<file path="config.mk">
export PLATFORM = sky130hd
export DESIGN_NAME = brg_guard
export DESIGN_NICKNAME = d
export VERILOG_FILES = /design/src/hw/brg_pkg.sv /design/src/hw/brg_divider.sv /design/src/hw/brg_chopper.sv /design/src/hw/brg_guard.sv
export SDC_FILE = /design/constraint.sdc
export NUM_CORES = 2
export LEC_CHECK = 0
export BUFFER_PORTS_ARGS = -buffer_cell sky130_fd_sc_hd__buf_2
export CORE_ASPECT_RATIO = 0.5
export CORE_MARGIN = 10
export CORE_UTILIZATION = 55
export CTS_BUF_LIST = sky130_fd_sc_hd__clkbuf_2 sky130_fd_sc_hd__clkbuf_4 sky130_fd_sc_hd__clkbuf_8
export CTS_CLUSTER_DIAMETER = 150
export CTS_CLUSTER_SIZE = 30
export DETAILED_ROUTE_END_ITERATION = 16
export GPL_ROUTABILITY_DRIVEN = 0
export GPL_TIMING_DRIVEN = 1
export PLACE_DENSITY = 0.7
export SLEW_MARGIN = 20
export SYNTH_ARGS = -nofsm -noshare
export SYNTH_HDL_FRONTEND = slang
export SYNTH_SLANG_ARGS = --single-unit
</file>
<file path="constraint.sdc">
create_clock -name clk -period 15.1 [get_ports clk]
set_clock_uncertainty 0.1 [all_clocks]
set_input_delay 1.51 -clock clk [delete_from_list [all_inputs] [get_ports clk]]
set_output_delay 1.51 -clock clk [all_outputs]
set_load 0.02 [all_outputs]
</file>
<file path="src/hw/brg_pkg.sv">
`default_nettype none
package brg_pkg;
  // =====================================================
  // register map (byte addresses)
  localparam int          ADDR_W         = 6;
  localparam logic [5:0]  ADDR_CTRL      = 6'h00;
  localparam logic [5:0]  ADDR_POWER     = 6'h04;
  localparam logic [5:0]  ADDR_TAU       = 6'h08;
  localparam logic [5:0]  ADDR_RES       = 6'h0C;
  localparam logic [5:0]  ADDR_UPPER     = 6'h10;
  localparam logic [5:0]  ADDR_LOWER     = 6'h14;
  localparam logic [5:0]  ADDR_STATUS    = 6'h18;
  localparam logic [5:0]  ADDR_TEMP      = 6'h1C;
  localparam logic [5:0]  ADDR_RAW       = 6'h20;
  localparam logic [1:0]  RESP_OKAY      = 2'h0;
  localparam logic [1:0]  RESP_SLVERR    = 2'h2;
  // =====================================================
  // fields
  localparam int          CTRL_MODE_LSB  = 0;
  localparam int          CTRL_CLR_BIT   = 8;
  localparam int          STAT_ALARM     = 0;
  localparam int          STAT_TRIP      = 1;
  localparam int          STAT_INHIBIT   = 2;
  localparam int          STAT_ENABLED   = 3;
  localparam int          STAT_GATE      = 4;
  localparam int          CFG_W          = 16;
  localparam int          VOLT_W         = 11;
  localparam int          PCT_W          = 7;
  // =====================================================
  // reset values
  localparam logic [1:0]  MODE_RST       = 2'h0;
  localparam logic [15:0] CFG_RST        = 16'h0000;
  localparam logic [10:0] UPPER_RST      = 11'h30C;
  localparam logic [10:0] LOWER_RST      = 11'h2F8;
  // =====================================================
  // thermal model scaling: TEMP_FULL is 100 %
  localparam int          TEMP_FRAC      = 20;
  localparam int          TEMP_W         = 23;
  localparam int          DIV_W          = 64;
  localparam int          ON_W           = 20;
  localparam logic [22:0] TEMP_FULL      = 23'h10_0000;
  localparam logic [22:0] TEMP_ALARM     = 23'h0C_0000;
  localparam logic [22:0] TEMP_RESUME    = 23'h0F_3334;
  localparam logic [22:0] HEAT_MAX       = 23'h40_0000;
  localparam logic [29:0] PCT_SCALE      = 30'h0000_0064;
  // =====================================================
  // timing
  localparam int          CLK_PERIOD_NS  = 100;
  localparam int          TICK_PERIOD_NS = 1_000_000;
  localparam int          TICK_CYCLES    = TICK_PERIOD_NS / CLK_PERIOD_NS;
  // =====================================================
  typedef enum logic [1:0] {TH_IDLE, TH_HEAT, TH_STEP} brg_therm_t;
endpackage : brg_pkg
`default_nettype wire

</file>
<file path="src/hw/brg_divider.sv">
`timescale 1ns/100ps
`default_nettype none
module brg_divider #(
  parameter int WIDTH = 64
) (
  // clock and reset
  input  wire logic             clk,
  input  wire logic             reset,
  // request
  input  wire logic             start,
  input  wire logic [WIDTH-1:0] num,
  input  wire logic [WIDTH-1:0] den,
  // answer
  output logic                  done,
  output logic [WIDTH-1:0]      quot
);
  localparam int CW = $clog2(WIDTH + 1);

  logic [WIDTH-1:0] rem_r, rem_nxt, quot_r, quot_nxt;
  logic [CW-1:0]    cnt_r, cnt_nxt;
  logic             busy_r, busy_nxt, done_r, done_nxt;
  logic [WIDTH:0]   shifted;

  // =====================================================
  // restoring division, one quotient bit per cycle
  always_comb begin
    rem_nxt  = rem_r;
    quot_nxt = quot_r;
    cnt_nxt  = cnt_r;
    busy_nxt = busy_r;
    done_nxt = 1'b0;
    shifted  = {rem_r, quot_r[WIDTH-1]};
    if (start) begin
      rem_nxt  = '0;
      quot_nxt = num;
      cnt_nxt  = CW'(WIDTH);
      busy_nxt = 1'b1;
    end else if (busy_r) begin
      if (shifted >= {1'b0, den}) begin
        rem_nxt  = WIDTH'(shifted - {1'b0, den});
        quot_nxt = {quot_r[WIDTH-2:0], 1'b1};
      end else begin
        rem_nxt  = shifted[WIDTH-1:0];
        quot_nxt = {quot_r[WIDTH-2:0], 1'b0};
      end
      cnt_nxt = cnt_r - 1'b1;
      if (cnt_r == CW'(1)) begin
        busy_nxt = 1'b0;
        done_nxt = 1'b1;
      end
    end
  end

  always_ff @(posedge clk) begin
    if (reset) begin
      rem_r  <= '0;
      quot_r <= '0;
      cnt_r  <= '0;
      busy_r <= 1'b0;
      done_r <= 1'b0;
    end else begin
      rem_r  <= rem_nxt;
      quot_r <= quot_nxt;
      cnt_r  <= cnt_nxt;
      busy_r <= busy_nxt;
      done_r <= done_nxt;
    end
  end

  assign done = done_r;
  assign quot = quot_r;
endmodule : brg_divider
`default_nettype wire

</file>
<file path="src/hw/brg_chopper.sv">
`timescale 1ns/100ps
`default_nettype none
module brg_chopper #(
  parameter int VW = 11
) (
  // clock and reset
  input  wire logic          clk,
  input  wire logic          reset,
  // bus voltage and thresholds, volts
  input  wire logic [VW-1:0] busVolts,
  input  wire logic [VW-1:0] upperVolts,
  input  wire logic [VW-1:0] lowerVolts,
  // forced off
  input  wire logic          inhibit,
  // transistor drive
  output logic               gate
);
  logic gate_r, gate_nxt;

  // =====================================================
  // hysteresis on/off control of the braking transistor
  always_comb begin
    gate_nxt = gate_r;
    if (inhibit) begin
      gate_nxt = 1'b0;
    end else if (busVolts > upperVolts) begin
      gate_nxt = 1'b1;
    end else if (busVolts < lowerVolts) begin
      gate_nxt = 1'b0;
    end
  end

  always_ff @(posedge clk) begin
    if (reset) begin
      gate_r <= 1'b0;
    end else begin
      gate_r <= gate_nxt;
    end
  end

  assign gate = gate_r;
endmodule : brg_chopper
`default_nettype wire

</file>
<file path="src/hw/brg_guard.sv">
// Contract
// - protection runs only once rated power, time constant, resistance are set
// - temperature estimate reported as percent, 0 ambient, 100 maximum
// - heat alarm while estimate above 75 percent and transistor active
// - modes 0 and 1 trip when estimate reaches 100 percent
// - modes 2 and 3 inhibit braking at 100 percent until below 95
// - transistor driven in on/off cycles, peak dissipation only when on
// - transistor switched by bus voltage against upper and lower thresholds
//
// The address map and the AXI4-Lite slave port are this design's own decisions.
`timescale 1ns/100ps
`default_nettype none
module brg_guard #(
  parameter int TICK_CYCLES = brg_pkg::TICK_CYCLES
) (
  // clock and reset
  input  wire logic        clk,
  input  wire logic        reset,
  // bus voltage sample, volts, same clock
  input  wire logic [10:0] dcBusVolts,
  // axi4-lite write
  input  wire logic [5:0]  s_axi_awaddr,
  input  wire logic        s_axi_awvalid,
  output logic             s_axi_awready,
  input  wire logic [31:0] s_axi_wdata,
  input  wire logic [3:0]  s_axi_wstrb,
  input  wire logic        s_axi_wvalid,
  output logic             s_axi_wready,
  output logic [1:0]       s_axi_bresp,
  output logic             s_axi_bvalid,
  input  wire logic        s_axi_bready,
  // axi4-lite read
  input  wire logic [5:0]  s_axi_araddr,
  input  wire logic        s_axi_arvalid,
  output logic             s_axi_arready,
  output logic [31:0]      s_axi_rdata,
  output logic [1:0]       s_axi_rresp,
  output logic             s_axi_rvalid,
  input  wire logic        s_axi_rready,
  // protection outputs
  output logic             brakeGate,
  output logic             brakeInhibit,
  output logic             resistorHeatAlarm,
  output logic             resistorOverloadTrip,
  output logic [6:0]       resistorTemperatureEstimate
);
  localparam int DW = brg_pkg::DIV_W;
  localparam int TW = brg_pkg::TEMP_W;

  function automatic logic [31:0] mergeBytes(input logic [31:0] old,
                                             input logic [31:0] data,
                                             input logic [3:0]  strb);
    logic [31:0] res;
    res = old;
    for (int i = 0; i < 4; i++) begin
      if (strb[i]) res[8*i +: 8] = data[8*i +: 8];
    end
    return res;
  endfunction : mergeBytes

  // =====================================================
  // bus handshake state
  logic        awTaken_r, awTaken_nxt, wTaken_r, wTaken_nxt;
  logic [5:0]  awAddr_r, awAddr_nxt;
  logic [31:0] wData_r, wData_nxt;
  logic [3:0]  wStrb_r, wStrb_nxt;
  logic        bvalid_r, bvalid_nxt, rvalid_r, rvalid_nxt;
  logic [1:0]  bresp_r, bresp_nxt, rresp_r, rresp_nxt;
  logic [31:0] rdata_r, rdata_nxt;
  logic        doWrite;
  logic [5:0]  wrAddr;
  logic [31:0] wrData;
  logic [3:0]  wrStrb;

  // configuration state
  logic [1:0]  mode_r, mode_nxt;
  logic [15:0] power_r, power_nxt, tau_r, tau_nxt, res_r, res_nxt;
  logic [10:0] upper_r, upper_nxt, lower_r, lower_nxt;
  logic        tripClr;

  // thermal state
  brg_pkg::brg_therm_t state_r, state_nxt;
  logic [TW-1:0] temp_r, temp_nxt, heat_r, heat_nxt, heatClamp;
  logic [TW-1:0] diff;
  logic [31:0]   tickCnt_r, tickCnt_nxt;
  logic [19:0]   onCnt_r, onCnt_nxt;
  logic          tick, enabled;
  logic          d1Start, d1Done, d2Start, d2Done;
  logic [DW-1:0] num1, den1, num2, q1, q2;
  logic [21:0]   vSq;

  // protection state
  logic        alarm_r, alarm_nxt, trip_r, trip_nxt;
  logic        inhibit_r, inhibit_nxt;
  logic [6:0]  pct_r, pct_nxt;
  logic [29:0] pctWide;
  logic        gate;

  // =====================================================
  // write channel: address and data in either order
  assign s_axi_awready = !awTaken_r && !bvalid_r;
  assign s_axi_wready  = !wTaken_r && !bvalid_r;
  assign s_axi_bvalid  = bvalid_r;
  assign s_axi_bresp   = bresp_r;

  always_comb begin
    awTaken_nxt = awTaken_r;
    wTaken_nxt  = wTaken_r;
    awAddr_nxt  = awAddr_r;
    wData_nxt   = wData_r;
    wStrb_nxt   = wStrb_r;
    bvalid_nxt  = bvalid_r;
    bresp_nxt   = bresp_r;
    if (s_axi_awvalid && s_axi_awready) begin
      awTaken_nxt = 1'b1;
      awAddr_nxt  = s_axi_awaddr;
    end
    if (s_axi_wvalid && s_axi_wready) begin
      wTaken_nxt = 1'b1;
      wData_nxt  = s_axi_wdata;
      wStrb_nxt  = s_axi_wstrb;
    end
    doWrite = awTaken_nxt && wTaken_nxt && !bvalid_r;
    wrAddr  = awAddr_nxt;
    wrData  = wData_nxt;
    wrStrb  = wStrb_nxt;
    if (doWrite) begin
      awTaken_nxt = 1'b0;
      wTaken_nxt  = 1'b0;
      bvalid_nxt  = 1'b1;
      if (wrAddr <= brg_pkg::ADDR_LOWER && wrAddr[1:0] == 2'h0) begin
        bresp_nxt = brg_pkg::RESP_OKAY;
      end else begin
        bresp_nxt = brg_pkg::RESP_SLVERR;
      end
    end else if (bvalid_r && s_axi_bready) begin
      bvalid_nxt = 1'b0;
    end
  end

  // =====================================================
  // read channel: answer one cycle after the address is taken
  assign s_axi_arready = !rvalid_r;
  assign s_axi_rvalid  = rvalid_r;
  assign s_axi_rdata   = rdata_r;
  assign s_axi_rresp   = rresp_r;

  always_comb begin
    rvalid_nxt = rvalid_r;
    rdata_nxt  = rdata_r;
    rresp_nxt  = rresp_r;
    if (s_axi_arvalid && s_axi_arready) begin
      rvalid_nxt = 1'b1;
      rresp_nxt  = brg_pkg::RESP_OKAY;
      rdata_nxt  = 32'h0000_0000;
      if (s_axi_araddr == brg_pkg::ADDR_CTRL) begin
        rdata_nxt[brg_pkg::CTRL_MODE_LSB +: 2] = mode_r;
      end else if (s_axi_araddr == brg_pkg::ADDR_POWER) begin
        rdata_nxt[15:0] = power_r;
      end else if (s_axi_araddr == brg_pkg::ADDR_TAU) begin
        rdata_nxt[15:0] = tau_r;
      end else if (s_axi_araddr == brg_pkg::ADDR_RES) begin
        rdata_nxt[15:0] = res_r;
      end else if (s_axi_araddr == brg_pkg::ADDR_UPPER) begin
        rdata_nxt[10:0] = upper_r;
      end else if (s_axi_araddr == brg_pkg::ADDR_LOWER) begin
        rdata_nxt[10:0] = lower_r;
      end else if (s_axi_araddr == brg_pkg::ADDR_STATUS) begin
        rdata_nxt[brg_pkg::STAT_ALARM]   = alarm_r;
        rdata_nxt[brg_pkg::STAT_TRIP]    = trip_r;
        rdata_nxt[brg_pkg::STAT_INHIBIT] = inhibit_r;
        rdata_nxt[brg_pkg::STAT_ENABLED] = enabled;
        rdata_nxt[brg_pkg::STAT_GATE]    = gate;
      end else if (s_axi_araddr == brg_pkg::ADDR_TEMP) begin
        rdata_nxt[6:0] = pct_r;
      end else if (s_axi_araddr == brg_pkg::ADDR_RAW) begin
        rdata_nxt[TW-1:0] = temp_r;
      end else begin
        rresp_nxt = brg_pkg::RESP_SLVERR;
      end
    end else if (rvalid_r && s_axi_rready) begin
      rvalid_nxt = 1'b0;
    end
  end

  // =====================================================
  // configuration registers
  always_comb begin
    logic [31:0] m;
    m         = 32'h0000_0000;
    mode_nxt  = mode_r;
    power_nxt = power_r;
    tau_nxt   = tau_r;
    res_nxt   = res_r;
    upper_nxt = upper_r;
    lower_nxt = lower_r;
    tripClr   = 1'b0;
    if (doWrite) begin
      if (wrAddr == brg_pkg::ADDR_CTRL) begin
        m        = mergeBytes({30'h0, mode_r}, wrData, wrStrb);
        mode_nxt = m[brg_pkg::CTRL_MODE_LSB +: 2];
        tripClr  = wrStrb[1] && wrData[brg_pkg::CTRL_CLR_BIT];
      end else if (wrAddr == brg_pkg::ADDR_POWER) begin
        m         = mergeBytes({16'h0, power_r}, wrData, wrStrb);
        power_nxt = m[15:0];
      end else if (wrAddr == brg_pkg::ADDR_TAU) begin
        m       = mergeBytes({16'h0, tau_r}, wrData, wrStrb);
        tau_nxt = m[15:0];
      end else if (wrAddr == brg_pkg::ADDR_RES) begin
        m       = mergeBytes({16'h0, res_r}, wrData, wrStrb);
        res_nxt = m[15:0];
      end else if (wrAddr == brg_pkg::ADDR_UPPER) begin
        m         = mergeBytes({21'h0, upper_r}, wrData, wrStrb);
        upper_nxt = m[10:0];
      end else if (wrAddr == brg_pkg::ADDR_LOWER) begin
        m         = mergeBytes({21'h0, lower_r}, wrData, wrStrb);
        lower_nxt = m[10:0];
      end
    end
  end

  // =====================================================
  // thermal model, updated once per tick
  assign enabled = (power_r != 16'h0000) && (tau_r != 16'h0000)
                   && (res_r != 16'h0000);
  assign tick    = (tickCnt_r == 32'(TICK_CYCLES - 1));
  assign vSq     = 22'(dcBusVolts) * 22'(dcBusVolts);
  // energy this tick over rated energy, scaled to full
  assign num1    = (DW'(vSq) * DW'(onCnt_r)) << brg_pkg::TEMP_FRAC;
  assign den1    = DW'(res_r) * DW'(power_r) * DW'(TICK_CYCLES);
  assign heatClamp = (q1 > DW'(brg_pkg::HEAT_MAX)) ? brg_pkg::HEAT_MAX
                                                   : q1[TW-1:0];
  assign diff    = (heatClamp >= temp_r) ? heatClamp - temp_r
                                         : temp_r - heatClamp;
  // rounded up so the estimate settles exactly
  assign num2    = DW'(diff) + DW'(tau_r) - DW'(1);

  always_comb begin
    state_nxt   = state_r;
    temp_nxt    = temp_r;
    heat_nxt    = heat_r;
    d1Start     = 1'b0;
    d2Start     = 1'b0;
    tickCnt_nxt = tick ? 32'h0000_0000 : tickCnt_r + 32'h0000_0001;
    onCnt_nxt   = tick ? 20'h0_0000 : onCnt_r;
    if (gate && onCnt_nxt != 20'hF_FFFF) begin
      onCnt_nxt = onCnt_nxt + 20'h0_0001;
    end
    case (state_r)
      brg_pkg::TH_IDLE: begin
        if (enabled && tick) begin
          d1Start   = 1'b1;
          state_nxt = brg_pkg::TH_HEAT;
        end
      end
      brg_pkg::TH_HEAT: begin
        if (d1Done) begin
          heat_nxt  = heatClamp;
          d2Start   = 1'b1;
          state_nxt = brg_pkg::TH_STEP;
        end
      end
      brg_pkg::TH_STEP: begin
        if (d2Done) begin
          if (heat_r >= temp_r) begin
            temp_nxt = temp_r + q2[TW-1:0];
            if (temp_nxt > brg_pkg::TEMP_FULL) begin
              temp_nxt = brg_pkg::TEMP_FULL;
            end
          end else begin
            temp_nxt = temp_r - q2[TW-1:0];
          end
          state_nxt = brg_pkg::TH_IDLE;
        end
      end
      default: state_nxt = brg_pkg::TH_IDLE;
    endcase
    if (!enabled) begin
      temp_nxt  = '0;
      state_nxt = brg_pkg::TH_IDLE;
    end
  end

  // =====================================================
  // alarm, trip and inhibit
  assign pctWide = 30'(temp_r) * brg_pkg::PCT_SCALE;

  always_comb begin
    pct_nxt   = pctWide[brg_pkg::TEMP_FRAC +: 7];
    alarm_nxt = enabled && gate
                && (temp_r > brg_pkg::TEMP_ALARM);
    trip_nxt  = trip_r && !tripClr;
    if (enabled && !mode_r[1] && temp_r >= brg_pkg::TEMP_FULL) begin
      trip_nxt = 1'b1;
    end
    inhibit_nxt = inhibit_r;
    if (!enabled || !mode_r[1]) begin
      inhibit_nxt = 1'b0;
    end else if (temp_r >= brg_pkg::TEMP_FULL) begin
      inhibit_nxt = 1'b1;
    end else if (temp_r < brg_pkg::TEMP_RESUME) begin
      inhibit_nxt = 1'b0;
    end
  end

  // =====================================================
  always_ff @(posedge clk) begin
    if (reset) begin
      awTaken_r <= 1'b0;
      wTaken_r  <= 1'b0;
      awAddr_r  <= '0;
      wData_r   <= '0;
      wStrb_r   <= '0;
      bvalid_r  <= 1'b0;
      bresp_r   <= brg_pkg::RESP_OKAY;
      rvalid_r  <= 1'b0;
      rdata_r   <= '0;
      rresp_r   <= brg_pkg::RESP_OKAY;
      mode_r    <= brg_pkg::MODE_RST;
      power_r   <= brg_pkg::CFG_RST;
      tau_r     <= brg_pkg::CFG_RST;
      res_r     <= brg_pkg::CFG_RST;
      upper_r   <= brg_pkg::UPPER_RST;
      lower_r   <= brg_pkg::LOWER_RST;
      state_r   <= brg_pkg::TH_IDLE;
      temp_r    <= '0;
      heat_r    <= '0;
      tickCnt_r <= '0;
      onCnt_r   <= '0;
      alarm_r   <= 1'b0;
      trip_r    <= 1'b0;
      inhibit_r <= 1'b0;
      pct_r     <= '0;
    end else begin
      awTaken_r <= awTaken_nxt;
      wTaken_r  <= wTaken_nxt;
      awAddr_r  <= awAddr_nxt;
      wData_r   <= wData_nxt;
      wStrb_r   <= wStrb_nxt;
      bvalid_r  <= bvalid_nxt;
      bresp_r   <= bresp_nxt;
      rvalid_r  <= rvalid_nxt;
      rdata_r   <= rdata_nxt;
      rresp_r   <= rresp_nxt;
      mode_r    <= mode_nxt;
      power_r   <= power_nxt;
      tau_r     <= tau_nxt;
      res_r     <= res_nxt;
      upper_r   <= upper_nxt;
      lower_r   <= lower_nxt;
      state_r   <= state_nxt;
      temp_r    <= temp_nxt;
      heat_r    <= heat_nxt;
      tickCnt_r <= tickCnt_nxt;
      onCnt_r   <= onCnt_nxt;
      alarm_r   <= alarm_nxt;
      trip_r    <= trip_nxt;
      inhibit_r <= inhibit_nxt;
      pct_r     <= pct_nxt;
    end
  end

  // =====================================================
  brg_divider #(.WIDTH(DW)) u_heatDiv (
    .clk   (clk),
    .reset (reset),
    .start (d1Start),
    .num   (num1),
    .den   (den1),
    .done  (d1Done),
    .quot  (q1)
  );

  brg_divider #(.WIDTH(DW)) u_stepDiv (
    .clk   (clk),
    .reset (reset),
    .start (d2Start),
    .num   (num2),
    .den   (DW'(tau_r)),
    .done  (d2Done),
    .quot  (q2)
  );

  // a trip also stops braking
  brg_chopper #(.VW(brg_pkg::VOLT_W)) u_chopper (
    .clk        (clk),
    .reset      (reset),
    .busVolts   (dcBusVolts),
    .upperVolts (upper_r),
    .lowerVolts (lower_r),
    .inhibit    (inhibit_r || trip_r),
    .gate       (gate)
  );

  assign brakeGate                   = gate;
  assign brakeInhibit                = inhibit_r;
  assign resistorHeatAlarm           = alarm_r;
  assign resistorOverloadTrip        = trip_r;
  assign resistorTemperatureEstimate = pct_r;
endmodule : brg_guard
`default_nettype wire

</file>
# --- Yosys cells after proc, flatten, opt, wreduce, memory -nomap -nowiden ---
# Cells that the tools add are included.
totals:
  ff_bits: 512
  latch_bits: 0
  ram_bits: 0
  romBits: 0
  in_bits: 66
  output_inout_bits: 52
  word_cells: 262
  n_memories: 0
op_classes:
  n_addsub: 12
  multipliers: 5
  div_mod_pow: 0
  magnitude_cmp: 12
  eq_ne: 22
  shift: 0
  n_mux: 94
  n_bitwise: 8
  n_reduce_logical: 65
ops:
  columns: ["op", "n"]
  rows:
  - ["$mux 23", 14]
  - ["$mux 64", 4]
  - ["$mux 62", 2]
  - ["$mux 7", 16]
  - ["$mux 16", 5]
  - ["$sub 23x23->23", 3]
  - ["$ge 65x16->1", 1]
  - ["$ge 65x46->1", 1]
  - ["$gt 64x23->1 const B", 1]
  - ["$sub 64x16->64", 1]
  - ["$sub 64x46->64", 1]
  - ["$reduce_bool 16->1", 3]
  - ["$ge 23x23->1", 2]
  - ["$mul 22x20->42", 1]
  - ["$mul 32x10->42 const B", 1]
  - ["$mux 20", 2]
  - ["$eq 6x5->1 const B", 6]
  - ["$add 32x1->32 const B", 1]
  - ["$eq 32x14->1 const B", 1]
  - ["$mul 16x16->32", 1]
  - ["$mux 2", 15]
  - ["$mux 1", 27]
  - ["$mul 23x5->25 const B", 1]
  - ["$sub 24x1->25 const B", 1]
  - ["44 further kinds", 107]

# --- Depth between registers and ports, before layout ---
depth:
  depth_word: 27
  depth_mapped: 61
  mapped_depth_nobuf: 56

# --- Cells and area by module ---
# From an unflattened synthesis, not the netlist that was laid out.
unflattened:
  cells_unflattened: 8999
  area_unflattened_um2: 71091.9
by_module_without_submodules:
  columns: ["mod", "instances", "cells_per_inst", "area_per_inst_um2", "seq_area_each_um2"]
  rows:
  - ["brg_guard", 1, 6106, 49982.9, 4704.5]
  - ["brg_divider", 2, 1409, 10273.6, 2742.6]
  - ["brg_chopper", 1, 75, 561.8, 20.0]

# --- Worst setup path after synthesis ---
# OpenSTA, ideal clock, no wires.
synth_path:
  kind: "register to register"
  from: "reg power_r[3]"
  to: "reg u_heatDiv.rem_r[63]"
  setup_ns: 0.133
  arrival_time_ns: 12.876
  t_required_ns: 14.867
  setup_slack_ns: 1.991
  stages_incl_launch_ff: 55
  path_buffers: 4
  period_less_slack_ns: 13.109
  path_cell_list: "dfxtp_1 clkbuf_1 clkbuf_1 nand2_1 fa_1 inv_1 fa_1 inv_1 fa_1 inv_1 fa_1 fa_1 fa_1 ha_1 nand3_1 nor2_1 a41o_1 o41ai_1 [... 19 more ...] a21oi_1 o21ai_1 a2111o_1 a31o_1 a21oi_1 xor2_1 ha_1 clkbuf_1 nand3_1 or2_1 nor3_1 a21oi_1 nor2b_1 o21a_1 buf_2 nor4_1 xnor2_1 a21oi_1"
synth_via:
  elab_chain_len: 7
  elab_cells_between_ends: 12
  classes_between: "add/sub: 1; mul: 2; order compare: 1; mux: 3; reduce/logical: 5"
synth_rtl:
  columns: ["element", "line", "text"]
  rows:
  - ["from (decl)", "brg_guard.sv:77", "logic [15:0] power_r, power_nxt, tau_r, tau_nxt, res_r, res_nxt;"]
  - ["from (signal assigned)", "brg_guard.sv:320", "power_r <= brg_pkg::CFG_RST;"]
  - ["from (signal assigned)", "brg_guard.sv:346", "power_r <= power_nxt;"]
  - ["parallel branches: the longest is 7 deep, another holds $sub 64x46->64", null, null]
  - ["to (signal assigned)", "brg_divider.sv:62", "rem_r <= rem_nxt;"]
  - ["to (decl)", "brg_divider.sv:19", "logic [WIDTH-1:0] rem_r, rem_nxt, quot_r, quot_nxt;"]
# Parallel ways; which one is timed is not known.
# A chain may end at the register's enable or synchronous reset.

# --- Final worst setup path ---
layout_path:
  from: "reg power_r[2]"
  to: "reg u_heatDiv.rem_r[26]"
# The elaborated chain is that of the path after synthesis.

==> flow_summary.yaml <==
status:
  run_status: "finished, final reports clean"
hold_path:
  hold_path_depth: 2
  hold_path_class: "register to register"
synthesis:
  netlist.top_cell.by_area: "sky130_fd_sc_hd__fa_1"
  netlist_area_before_placement_mm2: 0.0646
  synth_fa_ha_area_share_pct: 36.3
  ys_top_cells_by_count: "sky130_fd_sc_hd__inv_1, sky130_fd_sc_hd__ha_1, sky130_fd_sc_hd__fa_1"
  synthesis.area_per_instance_um2: 8.29
  yosys.area_share.xor_xnor_pct: 4.95
  synth-seq-area-share_pct: 15.8
  yosysUniqueCellTypes: 100
  ys_dominant_reg_cell: "sky130_fd_sc_hd__dfxtp_1"
  fraction_of_post_synthesis_cell_area_in_the_top_cell_type_by_area_pct: 21.6
  synth_compound_area_share_pct: 14.7
  synth_top_family_by_area: "adder cells"
  post_synth_mux_area_share_pct: 2.30
  async_reset_ff_share_pct: 0
  ys_ff_latch: 510
  synthMostInstantiatedCell: "sky130_fd_sc_hd__inv_1"
  synth.yosys.warnings: 0
  synth_simple_gate_area_share_pct: 16.8
  synth_enable_flop_cells: 0
  syn-instance-count: 7792
  synth.top_cells.by_area: "sky130_fd_sc_hd__fa_1, sky130_fd_sc_hd__dfxtp_1, sky130_fd_sc_hd__ha_1"
global_route:
  grt_first_pass_wirelength_um: 267000
  grt_overall_usage_pct: 23.9
  largest_net_degree_at_the_start_of_global_routing: 154
  grt_ovf: 0
  number_of_antenna_violations_at_the_first_check_in_global_routing: 2
  grt_pass1_vias: 50518
setup_path:
  worst_path_max_delay_cell: "sky130_fd_sc_hd__dfxtp_1"
  crit_buf_inv: 10
  critical_path_class: "register to register"
  critical_path_peak_fanout: 23
  critical-path-top-delay-family: "adder cells"
  cp_num_cells: 53
  critical_path_arrival_ns: 14.75
  crit_path_start_kind: "register"
  critical_path_most_common_cell: "sky130_fd_sc_hd__fa_1"
  worstSetupEndpointType: "register"
  required_ns: 15.57
  timing.critical_path.slowest_cell_delay_ns: 0.74
  worst_r2r_path_depth: 53
clock_network:
  clkSinkCount: 510
  worst_setup_hold_path_clk_slew_ns: 0.19
  cts_tree: "yes"
  clk_path_buf_depth: 3
  maximum_level_of_the_cts_h_tree: 1
  cts_buffers: 21
  worstSkewPairLatency_ns: 0.76
  clockRootBuffer: "sky130_fd_sc_hd__clkbuf_8"
timing:
  hold_viol: 0
  tns_ns: 0
  layout_min_cycle_time_ns: 14.28
  transition_time_at_the_pin_with_the_least_slew_margin_ns: 1.14
  final_worst_path_period_share_pct: 94.6
  rsz_0062_raised_after_global_routing: "false"
  setup-violations-final: 0
  max_freq_mhz: 70.0
  max-slew-margin-rel_pct: 23.6
  hold_slack_ns: 0.366
  finalWorstSetupSlack_ns: 0.815
  final_slew_violations: 0
drt:
  vias_per_cell: 5.65
  dr.first_iter.drc_count: 3833
  detail-route-antenna-nets: 0
  drt-pass1-iter-count: 6
  total_number_of_vias: 51908
  routed_wl_um: 162000
  drt_wl_cell_um: 17.7
  drc_errors: 0
finish:
  multi_input_comb_area_mm2: 0.0487
  final_nets: 9121
  regArea_mm2: 0.0102
  final_area_mm2: 0.0668
  nFillCells: 10748
  syn_to_final_growth_pct: 3.31
  drive_above_1_share_pct: 4.04
power:
  share_comb_of_total_power_pct: 48.4
  power.share.sequential_pct: 36.1
  power.internal_mw: 2.02
  cellPowerDensity_mw_per_mm2: 56.8
  clkPwrFrac_pct: 15.5
  static_leakage_nw: 32.9
  power_switching_mw: 1.78
  power.ir.vdd_worst_mv: 0.413
  fraction_of_power_spent_switching_nets_pct: 46.9
place:
  io_buffers: 88
  dp_slack_ns: 0.780
  detailedPlacementHpwl_um: 127000
  placedInstanceArea_mm2: 0.0664
floorplanning:
  top_level_ports: 118
  fp.dieH_um: 262
  initial_core_utilization_pct: 55.7
  die_width_um: 505
  core-area_mm2: 0.116
  fp.dieArea_mm2: 0.132
  rows: 88
job:
  max_cap_violations: 0
registers in the layout (all words and copies together), names as in the netlist, 20 cells and up:
register,flops
u_heatDiv.quot,64
u_heatDiv.rem_r,64
u_stepDiv.quot,64
u_stepDiv.rem_r,64
tickCnt_r,32
heat_r,23
s_axi_rdata,23
temp_r,23
onCnt_r,20
stage by stage:
stage               util, %  instances  power [mW]
finish                 57.6       9180        3.79
CTS                    57.5       9177        3.80
global placement       57.2       9149        3.20
floorplan                 -       7802        2.48
global route           57.6       9179        4.01
detailed placement     57.2       9150        3.21
cells in the final DEF, fill, tap and decap left out, drive strengths merged, types with 16 or more instances in the layout:
cell / instances
ha: 759
a21oi: 475
or4: 18
and2: 334
a211oi: 209
or2: 16
fa: 697
or3: 46
nand2: 680
and3: 39
nor3: 88
nor2b: 75
o21a: 43
a221oi: 26
nor2: 635
mux2: 18
dfxtp: 510
xor2: 143
inv: 1126
a31oi: 33
buf: 188
o211ai: 18
nor4: 67
o31ai: 22
mux2i: 124
xnor2: 222
a21o: 147
nand4: 71
o21ai: 331
nand2b: 63
clkbuf: 23
nand3: 93
o21bai: 47
what timing repair did:
item                                    CTS  global route
buffers inserted                          0             0
gates resized for setup                   0             4
hold buffers                              0             0
endpoints found under the setup margin    0            36
hold endpoints to repair                  0             0
worst min-delay path, cell delays in order, from the launching register on:
cell                      delay [ns]
sky130_fd_sc_hd__dfxtp_1        0.35
sky130_fd_sc_hd__nand2_1        0.05
sky130_fd_sc_hd__a21oi_1        0.05
power groups by stage:
stage                     clock network (mW)  registers [mW]  logic, mW
after floorplan                            0            1.39       1.08
after global placement                     0            1.40       1.80
after detailed placement                   0            1.40       1.81
after CTS                              0.607            1.37       1.83
after global routing                   0.646            1.37       1.99
final                                  0.588            1.37       1.84
final timing paths:
kind | from | to | slack [ns]
min | s_axi_rdata[21] | s_axi_rdata[21] | 0.37
max | power_r[2] | u_heatDiv.rem_r[26] | 0.82
min reg2reg | s_axi_rdata[21] | s_axi_rdata[21] | 0.37
max reg2reg | power_r[2] | u_heatDiv.rem_r[26] | 0.82
logic make-up after synthesis:
kind of cell,Yosys count
adder cells (fa/ha/maj),1456
XOR/XNOR,365
multiplexers,144
AND/OR/NAND/NOR,2272
buffers and inverters,1540
AO/OA/AOI/OAI,1504
other,1
flip-flops,510
layer usage:
| metal | GRT usage [%] | share of wire (%) | vias to the layer above |
|---|---|---|---|
| li1 | - | - | 25201 |
| met1 | 34.2 | 46 | 25192 |
| met2 | 38.9 | 45 | 1306 |
| met3 | 2.64 | 5.9 | 209 |
| met4 | 5.13 | 2.2 | 0 |
| met5 | 0 | 0 | - |
final cells by class:
cell class | instances | share of cell area [%]
diodes | 2 | 0.00750
clock buffers | 23 | 0.455
clock inverters | 4 | 0.0731
inverters | 1126 | 6.33
multi-input cells | 5752 | 73.0
flip-flops and latches | 510 | 15.3
well taps | 1575 | 2.95
repair buffers | 188 | 1.90
Note: power is estimated with default switching activity, not from simulation.
